**config.mk**
```make
export PLATFORM = sky130hd
export DESIGN_NAME = mia_top
export DESIGN_NICKNAME = d
export VERILOG_FILES = /design/src/hdl/mia_pkg.sv /design/src/hdl/mia_top.sv
export SDC_FILE = /design/constraint.sdc
export NUM_CORES = 1
export LEC_CHECK = 0
export ABC_AREA = 0
export BUFFER_PORTS_ARGS = -buffer_cell sky130_fd_sc_hd__buf_2
export CORE_MARGIN = 1
export CORE_UTILIZATION = 45
export DETAILED_ROUTE_END_ITERATION = 8
export GPL_ROUTABILITY_DRIVEN = 0
export PLACE_DENSITY = 0.69
export SETUP_SLACK_MARGIN = 0.02
export SYNTH_ARGS = -nofsm -noshare
export SYNTH_HDL_FRONTEND = slang
export SYNTH_SLANG_ARGS = --single-unit
```
**constraint.sdc**
```tcl
create_clock -name ref_clk_i -period 2.7 [get_ports ref_clk_i]
set_input_delay 0.135 -clock ref_clk_i [delete_from_list [all_inputs] [get_ports ref_clk_i]]
set_output_delay 0.135 -clock ref_clk_i [all_outputs]
set_load 0.01 [all_outputs]
```
**src/hdl/mia_pkg.sv**
```systemverilog
// Package for the MAC interrupt aggregator: register map, fields, resets, types
package mia_pkg;
  localparam int NUM_CH = 8;
  localparam int PTR_W = 32;
  localparam int ADDR_W = 8;
  localparam int DATA_W = 32;
  localparam int STAT_W = 32;
  // Register byte offsets
  localparam logic [ADDR_W-1:0] OFS_TX_RAW = 8'h00;
  localparam logic [ADDR_W-1:0] OFS_TX_MASKED = 8'h04;
  localparam logic [ADDR_W-1:0] OFS_TX_EN_SET = 8'h08;
  localparam logic [ADDR_W-1:0] OFS_TX_EN_CLR = 8'h0C;
  localparam logic [ADDR_W-1:0] OFS_RX_RAW = 8'h10;
  localparam logic [ADDR_W-1:0] OFS_RX_MASKED = 8'h14;
  localparam logic [ADDR_W-1:0] OFS_RX_EN_SET = 8'h18;
  localparam logic [ADDR_W-1:0] OFS_RX_EN_CLR = 8'h1C;
  localparam logic [ADDR_W-1:0] OFS_MISC_RAW = 8'h20;
  localparam logic [ADDR_W-1:0] OFS_MISC_MASKED = 8'h24;
  localparam logic [ADDR_W-1:0] OFS_MISC_EN_SET = 8'h28;
  localparam logic [ADDR_W-1:0] OFS_MISC_EN_CLR = 8'h2C;
  localparam logic [ADDR_W-1:0] OFS_LINK_RAW = 8'h30;
  localparam logic [ADDR_W-1:0] OFS_LINK_MASKED = 8'h34;
  localparam logic [ADDR_W-1:0] OFS_LINK_EN = 8'h38;
  localparam logic [ADDR_W-1:0] OFS_USER_RAW = 8'h40;
  localparam logic [ADDR_W-1:0] OFS_USER_MASKED = 8'h44;
  localparam logic [ADDR_W-1:0] OFS_USER_EN_SET = 8'h48;
  localparam logic [ADDR_W-1:0] OFS_USER_EN_CLR = 8'h4C;
  localparam logic [ADDR_W-1:0] OFS_CTRL = 8'h50;
  localparam logic [ADDR_W-1:0] OFS_TX_CP_BASE = 8'h80;
  localparam logic [ADDR_W-1:0] OFS_RX_CP_BASE = 8'hA0;
  localparam logic [ADDR_W-1:0] OFS_CP_MASK = 8'hE0;
  // Field positions in the misc and control registers
  localparam int MISC_STATS_BIT = 0;
  localparam int MISC_HOST_BIT = 1;
  localparam int CTRL_EN_BIT = 0;
  // Reset values
  localparam logic [NUM_CH-1:0] RST_CH_EN = 8'h00;
  localparam logic [PTR_W-1:0] RST_PTR = 32'h0000_0000;
  localparam logic [1:0] RST_PAIR = 2'h0;
  localparam logic [DATA_W-1:0] RD_ZERO = 32'h0000_0000;

  // Descriptor error causes
  typedef struct packed {
    logic sop_err;
    logic sop_unowned;
    logic zero_next_no_eop;
    logic zero_buf_ptr;
    logic zero_buf_len;
    logic pkt_len_err;
  } mia_tx_err_t;

  typedef struct packed {
    logic unowned;
    logic zero_buf_ptr;
  } mia_rx_err_t;

  // Completion pointer write from the DMA side
  typedef struct packed {
    logic valid;
    logic [2:0] ch;
    logic [PTR_W-1:0] addr;
  } mia_cp_wr_t;

  typedef struct packed {
    logic wr;
    logic rd;
    logic [ADDR_W-1:0] addr;
    logic [DATA_W-1:0] wdata;
  } mia_bus_req_t;
endpackage

```
**src/hdl/mia_top.sv**
```systemverilog
// MAC and management interrupt aggregator with register port
`timescale 1ns/1ps
// Behaviour
// - Eight level transmit completion interrupts, held until host acknowledge clears.
// - Transmit enable set by write-one-set, cleared by write-one-clear register.
// - Raw and masked transmit status readable, one bit per channel.
// - Device pointer store raises channel interrupt whatever value stored.
// - Host pointer write compared, not stored; equal clears, unequal keeps.
// - Transmit pointer read returns device-stored descriptor address.
// - Eight level receive completion interrupts held until acknowledged.
// - Receive enables by set/clear registers; raw and masked status readable.
// - Device receive pointer store raises channel interrupt regardless of value.
// - Host receive pointer write compared only; clears on match.
// - Receive pointer read returns device-stored address.
// - Statistics interrupt when any counter at or above threshold, if enabled.
// - Statistics interrupt follows counter top bits; host decrements to clear.
// - Descriptor error interrupt sticky until reset of unit.
// - Descriptor error enable by set/clear registers; raw and masked readable.
// - Six transmit descriptor faults flag the host error.
// - Receive unowned or zero-pointer descriptor flags the host error.
// - Link change of monitored PHY flags interrupt when link enable set.
// - Link events in raw bits 0 and 1; masked write-one clears.
// - User access go falling edge flags interrupt in raw bits 0, 1.
// - Enabled user event sets masked bit; write-one clears it.
// - Re-enabling combined enable gives new rising edge if source active.
// - Combined output low while enable zero; high if any source active.
module mia_top
(
  // Clock, reset, enable
  input wire logic ref_clk_i,
  input wire logic arst_n_i,
  input wire logic clk_en_i,
  // Register port
  input wire mia_pkg::mia_bus_req_t bus_i,
  output logic [mia_pkg::DATA_W-1:0] rdata_o,
  // DMA completion pointer stores
  input wire mia_pkg::mia_cp_wr_t tx_cp_wr_i,
  input wire mia_pkg::mia_cp_wr_t rx_cp_wr_i,
  // Descriptor faults and statistics top bits
  input wire mia_pkg::mia_tx_err_t tx_err_i,
  input wire mia_pkg::mia_rx_err_t rx_err_i,
  input wire logic [mia_pkg::STAT_W-1:0] stats_msb_i,
  // Management unit events
  input wire logic [1:0] phy_link_i,
  input wire logic [1:0] user_go_i,
  // Interrupt outputs
  output logic [mia_pkg::NUM_CH-1:0] tx_done_irq_o,
  output logic [mia_pkg::NUM_CH-1:0] rx_done_irq_o,
  output logic stats_overflow_irq_o,
  output logic descriptor_error_irq_o,
  output logic link_change_irq_o,
  output logic user_access_done_irq_o,
  output logic combined_cpu_irq_o
);
  localparam int N = mia_pkg::NUM_CH;
  localparam int W = mia_pkg::PTR_W;

  // Reset release synchroniser
  logic rst_meta_r, rst_n_r;
  always_ff @(posedge ref_clk_i or negedge arst_n_i)
  begin
    if (!arst_n_i)
    begin
      rst_meta_r <= 1'b0;
      rst_n_r <= 1'b0;
    end
    else
    begin
      rst_meta_r <= 1'b1;
      rst_n_r <= rst_meta_r;
    end
  end

  wire logic wr = bus_i.wr;
  wire logic [mia_pkg::ADDR_W-1:0] adr = bus_i.addr;
  wire logic [mia_pkg::DATA_W-1:0] wd = bus_i.wdata;
  wire logic cp_sel = (adr & mia_pkg::OFS_CP_MASK) == mia_pkg::OFS_TX_CP_BASE;
  wire logic rp_sel = (adr & mia_pkg::OFS_CP_MASK) == mia_pkg::OFS_RX_CP_BASE;
  wire logic [2:0] cp_idx = adr[4:2];

  // Completion pointer state and pending bits
  logic [W-1:0] tx_cp_r [N];
  logic [W-1:0] rx_cp_r [N];
  logic [W-1:0] tx_cp_nxt [N];
  logic [W-1:0] rx_cp_nxt [N];
  logic [N-1:0] tx_raw_r, tx_raw_nxt, rx_raw_r, rx_raw_nxt;
  logic [N-1:0] tx_en_r, tx_en_nxt, rx_en_r, rx_en_nxt;

  genvar g;
  generate
    for (g = 0; g < N; g++)
    begin : g_ch
      always_comb
      begin
        tx_cp_nxt[g] = tx_cp_r[g];
        tx_raw_nxt[g] = tx_raw_r[g];
        rx_cp_nxt[g] = rx_cp_r[g];
        rx_raw_nxt[g] = rx_raw_r[g];
        // Host acknowledge compares only; DMA store wins over same-cycle clear
        if (wr && cp_sel && cp_idx == 3'(g) && wd == tx_cp_r[g])
          tx_raw_nxt[g] = 1'b0;
        if (tx_cp_wr_i.valid && tx_cp_wr_i.ch == 3'(g))
        begin
          tx_cp_nxt[g] = tx_cp_wr_i.addr;
          tx_raw_nxt[g] = 1'b1;
        end
        if (wr && rp_sel && cp_idx == 3'(g) && wd == rx_cp_r[g])
          rx_raw_nxt[g] = 1'b0;
        if (rx_cp_wr_i.valid && rx_cp_wr_i.ch == 3'(g))
        begin
          rx_cp_nxt[g] = rx_cp_wr_i.addr;
          rx_raw_nxt[g] = 1'b1;
        end
      end

      always_ff @(posedge ref_clk_i or negedge arst_n_i)
      begin
        if (!arst_n_i)
        begin
          tx_cp_r[g] <= mia_pkg::RST_PTR;
          rx_cp_r[g] <= mia_pkg::RST_PTR;
        end
        else if (!rst_n_r)
        begin
          tx_cp_r[g] <= mia_pkg::RST_PTR;
          rx_cp_r[g] <= mia_pkg::RST_PTR;
        end
        else if (clk_en_i)
        begin
          tx_cp_r[g] <= tx_cp_nxt[g];
          rx_cp_r[g] <= rx_cp_nxt[g];
        end
      end
    end
  endgenerate

  // Event synchronisers for pins from the management unit
  logic [1:0] link_m_r, link_s_r, link_d_r, go_m_r, go_s_r, go_d_r;
  logic [1:0] link_raw_r, link_raw_nxt, link_en_r, link_en_nxt;
  logic [1:0] user_raw_r, user_raw_nxt, user_en_r, user_en_nxt;
  logic stats_m_r, stats_r, stats_en_r, stats_en_nxt;
  logic host_raw_r, host_raw_nxt, host_en_r, host_en_nxt;
  logic irq_en_r, irq_en_nxt;

  wire logic [1:0] link_evt = link_s_r ^ link_d_r;
  wire logic [1:0] go_fall = go_d_r & ~go_s_r;
  wire logic tx_fault = |tx_err_i;
  wire logic rx_fault = |rx_err_i;
  wire logic wr_link_m = wr && adr == mia_pkg::OFS_LINK_MASKED;
  wire logic wr_user_m = wr && adr == mia_pkg::OFS_USER_MASKED;

  always_comb
  begin
    tx_en_nxt = tx_en_r;
    rx_en_nxt = rx_en_r;
    stats_en_nxt = stats_en_r;
    host_en_nxt = host_en_r;
    user_en_nxt = user_en_r;
    link_en_nxt = link_en_r;
    irq_en_nxt = irq_en_r;
    if (wr)
    begin
      case (adr)
        mia_pkg::OFS_TX_EN_SET: tx_en_nxt = tx_en_r | wd[N-1:0];
        mia_pkg::OFS_TX_EN_CLR: tx_en_nxt = tx_en_r & ~wd[N-1:0];
        mia_pkg::OFS_RX_EN_SET: rx_en_nxt = rx_en_r | wd[N-1:0];
        mia_pkg::OFS_RX_EN_CLR: rx_en_nxt = rx_en_r & ~wd[N-1:0];
        mia_pkg::OFS_MISC_EN_SET:
        begin
          stats_en_nxt = stats_en_r | wd[mia_pkg::MISC_STATS_BIT];
          host_en_nxt = host_en_r | wd[mia_pkg::MISC_HOST_BIT];
        end
        mia_pkg::OFS_MISC_EN_CLR:
        begin
          stats_en_nxt = stats_en_r & ~wd[mia_pkg::MISC_STATS_BIT];
          host_en_nxt = host_en_r & ~wd[mia_pkg::MISC_HOST_BIT];
        end
        mia_pkg::OFS_LINK_EN: link_en_nxt = wd[1:0];
        mia_pkg::OFS_USER_EN_SET: user_en_nxt = user_en_r | wd[1:0];
        mia_pkg::OFS_USER_EN_CLR: user_en_nxt = user_en_r & ~wd[1:0];
        mia_pkg::OFS_CTRL: irq_en_nxt = wd[mia_pkg::CTRL_EN_BIT];
        default: irq_en_nxt = irq_en_r;
      endcase
    end
    // Sticky until unit reset
    host_raw_nxt = host_raw_r | tx_fault | rx_fault;
    // Event set wins over write-one clear of the masked bit
    link_raw_nxt = (link_raw_r & ~(wr_link_m ? (wd[1:0] & link_en_r) : 2'h0))
                   | (link_evt & link_en_r);
    user_raw_nxt = (user_raw_r & ~(wr_user_m ? (wd[1:0] & user_en_r) : 2'h0))
                   | go_fall;
  end

  // Masked sources and combined line
  logic [N-1:0] tx_msk, rx_msk;
  logic [1:0] link_msk, user_msk;
  logic stats_msk, host_msk, any_src;
  always_comb
  begin
    tx_msk = tx_raw_r & tx_en_r;
    rx_msk = rx_raw_r & rx_en_r;
    stats_msk = stats_r & stats_en_r;
    host_msk = host_raw_r & host_en_r;
    link_msk = link_raw_r & link_en_r;
    user_msk = user_raw_r & user_en_r;
    any_src = |{tx_msk, rx_msk, stats_msk, host_msk, link_msk, user_msk};
  end

  always_ff @(posedge ref_clk_i or negedge arst_n_i)
  begin
    if (!arst_n_i)
    begin
      tx_raw_r <= mia_pkg::RST_CH_EN;
      rx_raw_r <= mia_pkg::RST_CH_EN;
      tx_en_r <= mia_pkg::RST_CH_EN;
      rx_en_r <= mia_pkg::RST_CH_EN;
      {link_m_r, link_s_r, link_d_r} <= {3{mia_pkg::RST_PAIR}};
      {go_m_r, go_s_r, go_d_r} <= {3{mia_pkg::RST_PAIR}};
      link_raw_r <= mia_pkg::RST_PAIR;
      link_en_r <= mia_pkg::RST_PAIR;
      user_raw_r <= mia_pkg::RST_PAIR;
      user_en_r <= mia_pkg::RST_PAIR;
      {stats_m_r, stats_r, stats_en_r, host_raw_r, host_en_r, irq_en_r} <= 6'h00;
    end
    else if (!rst_n_r)
    begin
      tx_raw_r <= mia_pkg::RST_CH_EN;
      rx_raw_r <= mia_pkg::RST_CH_EN;
      tx_en_r <= mia_pkg::RST_CH_EN;
      rx_en_r <= mia_pkg::RST_CH_EN;
      {link_m_r, link_s_r, link_d_r} <= {3{mia_pkg::RST_PAIR}};
      {go_m_r, go_s_r, go_d_r} <= {3{mia_pkg::RST_PAIR}};
      link_raw_r <= mia_pkg::RST_PAIR;
      link_en_r <= mia_pkg::RST_PAIR;
      user_raw_r <= mia_pkg::RST_PAIR;
      user_en_r <= mia_pkg::RST_PAIR;
      {stats_m_r, stats_r, stats_en_r, host_raw_r, host_en_r, irq_en_r} <= 6'h00;
    end
    else if (clk_en_i)
    begin
      tx_raw_r <= tx_raw_nxt;
      rx_raw_r <= rx_raw_nxt;
      tx_en_r <= tx_en_nxt;
      rx_en_r <= rx_en_nxt;
      link_m_r <= phy_link_i;
      link_s_r <= link_m_r;
      link_d_r <= link_s_r;
      go_m_r <= user_go_i;
      go_s_r <= go_m_r;
      go_d_r <= go_s_r;
      link_raw_r <= link_raw_nxt;
      link_en_r <= link_en_nxt;
      user_raw_r <= user_raw_nxt;
      user_en_r <= user_en_nxt;
      stats_m_r <= |stats_msb_i;
      stats_r <= stats_m_r;
      stats_en_r <= stats_en_nxt;
      host_raw_r <= host_raw_nxt;
      host_en_r <= host_en_nxt;
      irq_en_r <= irq_en_nxt;
    end
  end

  // Read mux and registered outputs
  logic [mia_pkg::DATA_W-1:0] rd_nxt;
  logic [mia_pkg::DATA_W-1:0] rdata_r;
  logic [N-1:0] tx_irq_r, rx_irq_r;
  logic stats_irq_r, host_irq_r, link_irq_r, user_irq_r, cpu_irq_r;
  always_comb
  begin
    rd_nxt = mia_pkg::RD_ZERO;
    if (bus_i.rd)
    begin
      if (cp_sel)
        rd_nxt = tx_cp_r[cp_idx];
      else if (rp_sel)
        rd_nxt = rx_cp_r[cp_idx];
      else
      begin
        case (adr)
          mia_pkg::OFS_TX_RAW: rd_nxt[N-1:0] = tx_raw_r;
          mia_pkg::OFS_TX_MASKED: rd_nxt[N-1:0] = tx_msk;
          mia_pkg::OFS_TX_EN_SET, mia_pkg::OFS_TX_EN_CLR: rd_nxt[N-1:0] = tx_en_r;
          mia_pkg::OFS_RX_RAW: rd_nxt[N-1:0] = rx_raw_r;
          mia_pkg::OFS_RX_MASKED: rd_nxt[N-1:0] = rx_msk;
          mia_pkg::OFS_RX_EN_SET, mia_pkg::OFS_RX_EN_CLR: rd_nxt[N-1:0] = rx_en_r;
          mia_pkg::OFS_MISC_RAW: rd_nxt[1:0] = {host_raw_r, stats_r};
          mia_pkg::OFS_MISC_MASKED: rd_nxt[1:0] = {host_msk, stats_msk};
          mia_pkg::OFS_MISC_EN_SET, mia_pkg::OFS_MISC_EN_CLR:
            rd_nxt[1:0] = {host_en_r, stats_en_r};
          mia_pkg::OFS_LINK_RAW: rd_nxt[1:0] = link_raw_r;
          mia_pkg::OFS_LINK_MASKED: rd_nxt[1:0] = link_msk;
          mia_pkg::OFS_LINK_EN: rd_nxt[1:0] = link_en_r;
          mia_pkg::OFS_USER_RAW: rd_nxt[1:0] = user_raw_r;
          mia_pkg::OFS_USER_MASKED: rd_nxt[1:0] = user_msk;
          mia_pkg::OFS_USER_EN_SET, mia_pkg::OFS_USER_EN_CLR: rd_nxt[1:0] = user_en_r;
          mia_pkg::OFS_CTRL: rd_nxt[mia_pkg::CTRL_EN_BIT] = irq_en_r;
          default: rd_nxt = mia_pkg::RD_ZERO;
        endcase
      end
    end
  end

  always_ff @(posedge ref_clk_i or negedge arst_n_i)
  begin
    if (!arst_n_i)
    begin
      rdata_r <= mia_pkg::RD_ZERO;
      tx_irq_r <= mia_pkg::RST_CH_EN;
      rx_irq_r <= mia_pkg::RST_CH_EN;
      {stats_irq_r, host_irq_r, link_irq_r, user_irq_r, cpu_irq_r} <= 5'h00;
    end
    else if (!rst_n_r)
    begin
      rdata_r <= mia_pkg::RD_ZERO;
      tx_irq_r <= mia_pkg::RST_CH_EN;
      rx_irq_r <= mia_pkg::RST_CH_EN;
      {stats_irq_r, host_irq_r, link_irq_r, user_irq_r, cpu_irq_r} <= 5'h00;
    end
    else if (clk_en_i)
    begin
      rdata_r <= rd_nxt;
      tx_irq_r <= tx_msk;
      rx_irq_r <= rx_msk;
      stats_irq_r <= stats_msk;
      host_irq_r <= host_msk;
      link_irq_r <= |link_msk;
      user_irq_r <= |user_msk;
      cpu_irq_r <= irq_en_r & any_src;
    end
  end

  assign rdata_o = rdata_r;
  assign tx_done_irq_o = tx_irq_r;
  assign rx_done_irq_o = rx_irq_r;
  assign stats_overflow_irq_o = stats_irq_r;
  assign descriptor_error_irq_o = host_irq_r;
  assign link_change_irq_o = link_irq_r;
  assign user_access_done_irq_o = user_irq_r;
  assign combined_cpu_irq_o = cpu_irq_r;
endmodule

```
==> flow_summary.ini <==
[global_route]
grt_first_pass_wirelength_um = 205900
gr-usage-all-layers_pct = 36.37
antenna_found_initial = 20
first_global_vias = 29340
overflow = 0
grt_max_degree = 102

[floorplan]
coreArea_mm2 = 0.07507
die_h_um = 278.4
start_util_pct = 45.79
io_pins = 214
dieWidth_um = 278.4
rows = 100
die_area_mm2 = 0.07750

[timing]
fmax_ghz = 0.3741
fin_ws_ns = 0.02688
worst_slew_pin_slew_ns = 1.199
hold_viol_final = 0
tns_ns = 0
setup_viol = 0
period_share_pct = 99.00
post-route-min-period_ns = 2.673
rsz0062_at_grt = no
slew_headroom_pct = 20.05
drv_slew = 0
fin_skew_ns = 0.03452

[setup_path]
slowest_delay_ns = 0.55
path_cells = xor2_1 > nor4_4 > nand4_1 > nor4_1 > nand4_1 > a31o_2
reg2regPathDepth = 6
cp_max_fo = 3
path_class = flip-flop to flip-flop
critPathRequiredTime_ns = 3.21
cp-end-kind = flip-flop
slowest_stage = nor4_4
r2r_end = rx_raw_r[3]$_DFFE_PN0P_
worstPathArrival_ns = 3.18
rr_startpoint = rx_cp_r[144]$_DFFE_PN0P_
cpMostUsedCell = nand4_1
rrSetupSlack_ns = 0.03
worstSetupStartpointType = flip-flop

[synth]
ys_seq_area_share_pct = 45.50
yosysTopAreaCellShare_pct = 45.50
synth.distinct_cells = 63
yosysWarnings = 0
ys_ff_latch = 625
syn-num-nets = 3519
synth_top_cell_by_area = dfrtp_1
synth_area_leaders = dfrtp_1 (45%), mux4_2 (8.4%), xnor2_1 (7.8%)
synth_async_sr_flop_share_pct = 100.0
synth_flop_cell = dfrtp_1
syn_avg_cell_area_um2 = 10.24
synth_cells = 3358
synth_area_mm2 = 0.03438
synth_edf_count = 0

[clock_tree]
root_buffer = clkbuf_16
cts.sinks = 625
htreeDepth = 3
cts_tree = built
cts_inserted_buffers = 70
cts.clk_slew.worst_paths_ns = 0.06
worst_skew_pair.late_latency_ns = 0.64
cts_buffer_depth = 3
post_cts_buffers = 0

[placement]
port-buffer-count = 213
pre_cts_slack_ns = -0.2065
hpwl_um = 99980

[hold_path]
hp-class = input pin to flip-flop
min_to = rdata_o[7]$_DFFE_PN0P_
hold-path-cell-count = 4
min-delay-start = bus_i[40]

[drt]
viasPerCell = 6.754
drt_pass1_iterations = 8
wl_per_cell_um = 30.90
drc = 0
drt_iter0_drc = 5329
wirelength_um = 142100
vias = 31060
ant_nets = 0

[finish]
fin_nets = 3734
nFillCells = 6568
layout-drive-gt1-share_pct = 18.06
area_growth_pct = 17.28

[flow_run]
maxCapViolCount = 0

[pwr]
power.density_mw_per_mm2 = 576.6
ir_worst_vdd_uv = 447.6
p_leak_nw = 17.23

[outcome]
status = complete, no violations
## cell usage after synthesis (35+ instances only)
cell and n:
dfrtp_1 625, nand2_1 587, xnor2_1 308, a21oi_1 238
a22o_1 218, xor2_1 200, clkbuf_1 181, o21ai_0 160
mux4_2 128, nand4_1 102, mux2i_1 93, nor4_1 71
buf_2 66, nor2_1 59, nand3_1 43, o22ai_1 35
## per-layer routing
metal	GRT usage (%)	up-vias	routed length, um
met5	0	-	198
met4	14.63	26	7543
met2	51.93	2690	58940
met3	16.85	553	22750
li1	-	12380	-
met1	47.54	15420	52700
## where the power goes
group	internal, mW	total, mW	switching (mW)	leakage [nW]
Clock	5.92	10.0	4.08	1.15
Sequential	9.65	10.0	0.351	8.55
Combinational	1.12	3.25	2.14	7.53
## layout by cell type, fill, tap and decap left out, drive strengths merged, types with 6 or more instances in the layout
cell type	instances
nor3	17
bufinv	8
nand2b	28
nand3	43
a22o	218
mux4	128
clkbuf	98
dfrtp	625
o22ai	35
a221oi	8
diode	8
clkinv	9
o211ai	8
nor2b	6
inv	14
nor4	72
xnor2	308
xor2	200
buf	373
a22oi	15
dlygate4sd3	82
and3	6
nor2	60
o41ai	6
nand4	102
a31oi	6
o21ai	160
mux2i	93
nand2	588
a21oi	240
or4	10
## sequential cells by signal (all words and copies together), names as in the netlist, 8 cells and up
name / cells
rx_done_irq_o: 8
rx_raw_r: 8
tx_cp_r: 256
rx_cp_r: 256
rdata_o: 32
rx_en_r: 8
tx_raw_r: 8
tx_done_irq_o: 8
tx_en_r: 8
## critical path, delay by kind of cell (launching register included)
kind / cells / cell delay, ns
flip-flops: 1 / 0.40
XOR/XNOR: 1 / 0.31
AO/OA/AOI/OAI: 1 / 0.34
AND/OR/NAND/NOR: 4 / 1.50
## kinds of logic after synthesis
kind of cell              synth area share, %
other                                 0.01091
AOI/OAI and AO/OA                       13.83
DFF                                     45.50
buffers and inverters                   3.887
xor gates and xnor gates                12.94
and+or+nand+nor                         12.57
muxes                                   11.26
## what timing repair did
action / 4_1_cts / 5_1_grt
setup endpoints to repair: 1 / 1
hold buffers: 82 / 0
gates resized for setup: 1 / 1
endpoints found under the hold margin: 954 / 0
pin swaps: 0 / 0
## final cells by class
class / count / area (um2) / share of cell area, %
clock buffers: 98 / 1988 / 4.931
repair buffers: 455 / 3505 / 8.693
flip-flops and latches: 625 / 15640 / 38.80
well taps: 969 / 1212 / 3.007
clock inverters: 23 / 351.6 / 0.8720
multi-input cells: 2412 / 17560 / 43.55
diodes: 8 / 20.02 / 0.04965
inverters: 9 / 41.29 / 0.1024
## worst max-delay path by stage
| stage | cells past startpoint | slack, ns | endpoint | startpoint |
|---|---|---|---|---|
| 2_1_floorplan | 8 | 0.74 | tx_raw_r[2]$_DFFE_PN0P_ | bus_i[18] |
| 3_5_place_dp | 8 | -0.21 | rx_raw_r[3]$_DFFE_PN0P_ | bus_i[16] |
| 4_1_cts | 6 | 0.22 | rx_raw_r[3]$_DFFE_PN0P_ | rx_cp_r[144]$_DFFE_PN0P_ |
| 6_report | 6 | 0.03 | rx_raw_r[3]$_DFFE_PN0P_ | rx_cp_r[144]$_DFFE_PN0P_ |
| 5_1_grt | 6 | 0.06 | rx_raw_r[2]$_DFFE_PN0P_ | rx_cp_r[166]$_DFFE_PN0P_ |
| 3_3_place_gp | 8 | -0.17 | rx_raw_r[3]$_DFFE_PN0P_ | bus_i[16] |
## through the flow
stage               power (mW)  instances  area (um2)  util [%]  hold WS, ns
finish                   23.25       4599       40320     53.71      0.03140
global route             23.72       4594       40300     53.69      0.03695
CTS                      23.07       4591       40290     53.67      0.01006
detailed placement       13.12       4388       37120     49.45      0.09394
global placement         13.09       4388       37120     49.45      0.09536
floorplan                11.66       3358       34380         -      -0.1606
(Power assumes the default switching activity.)
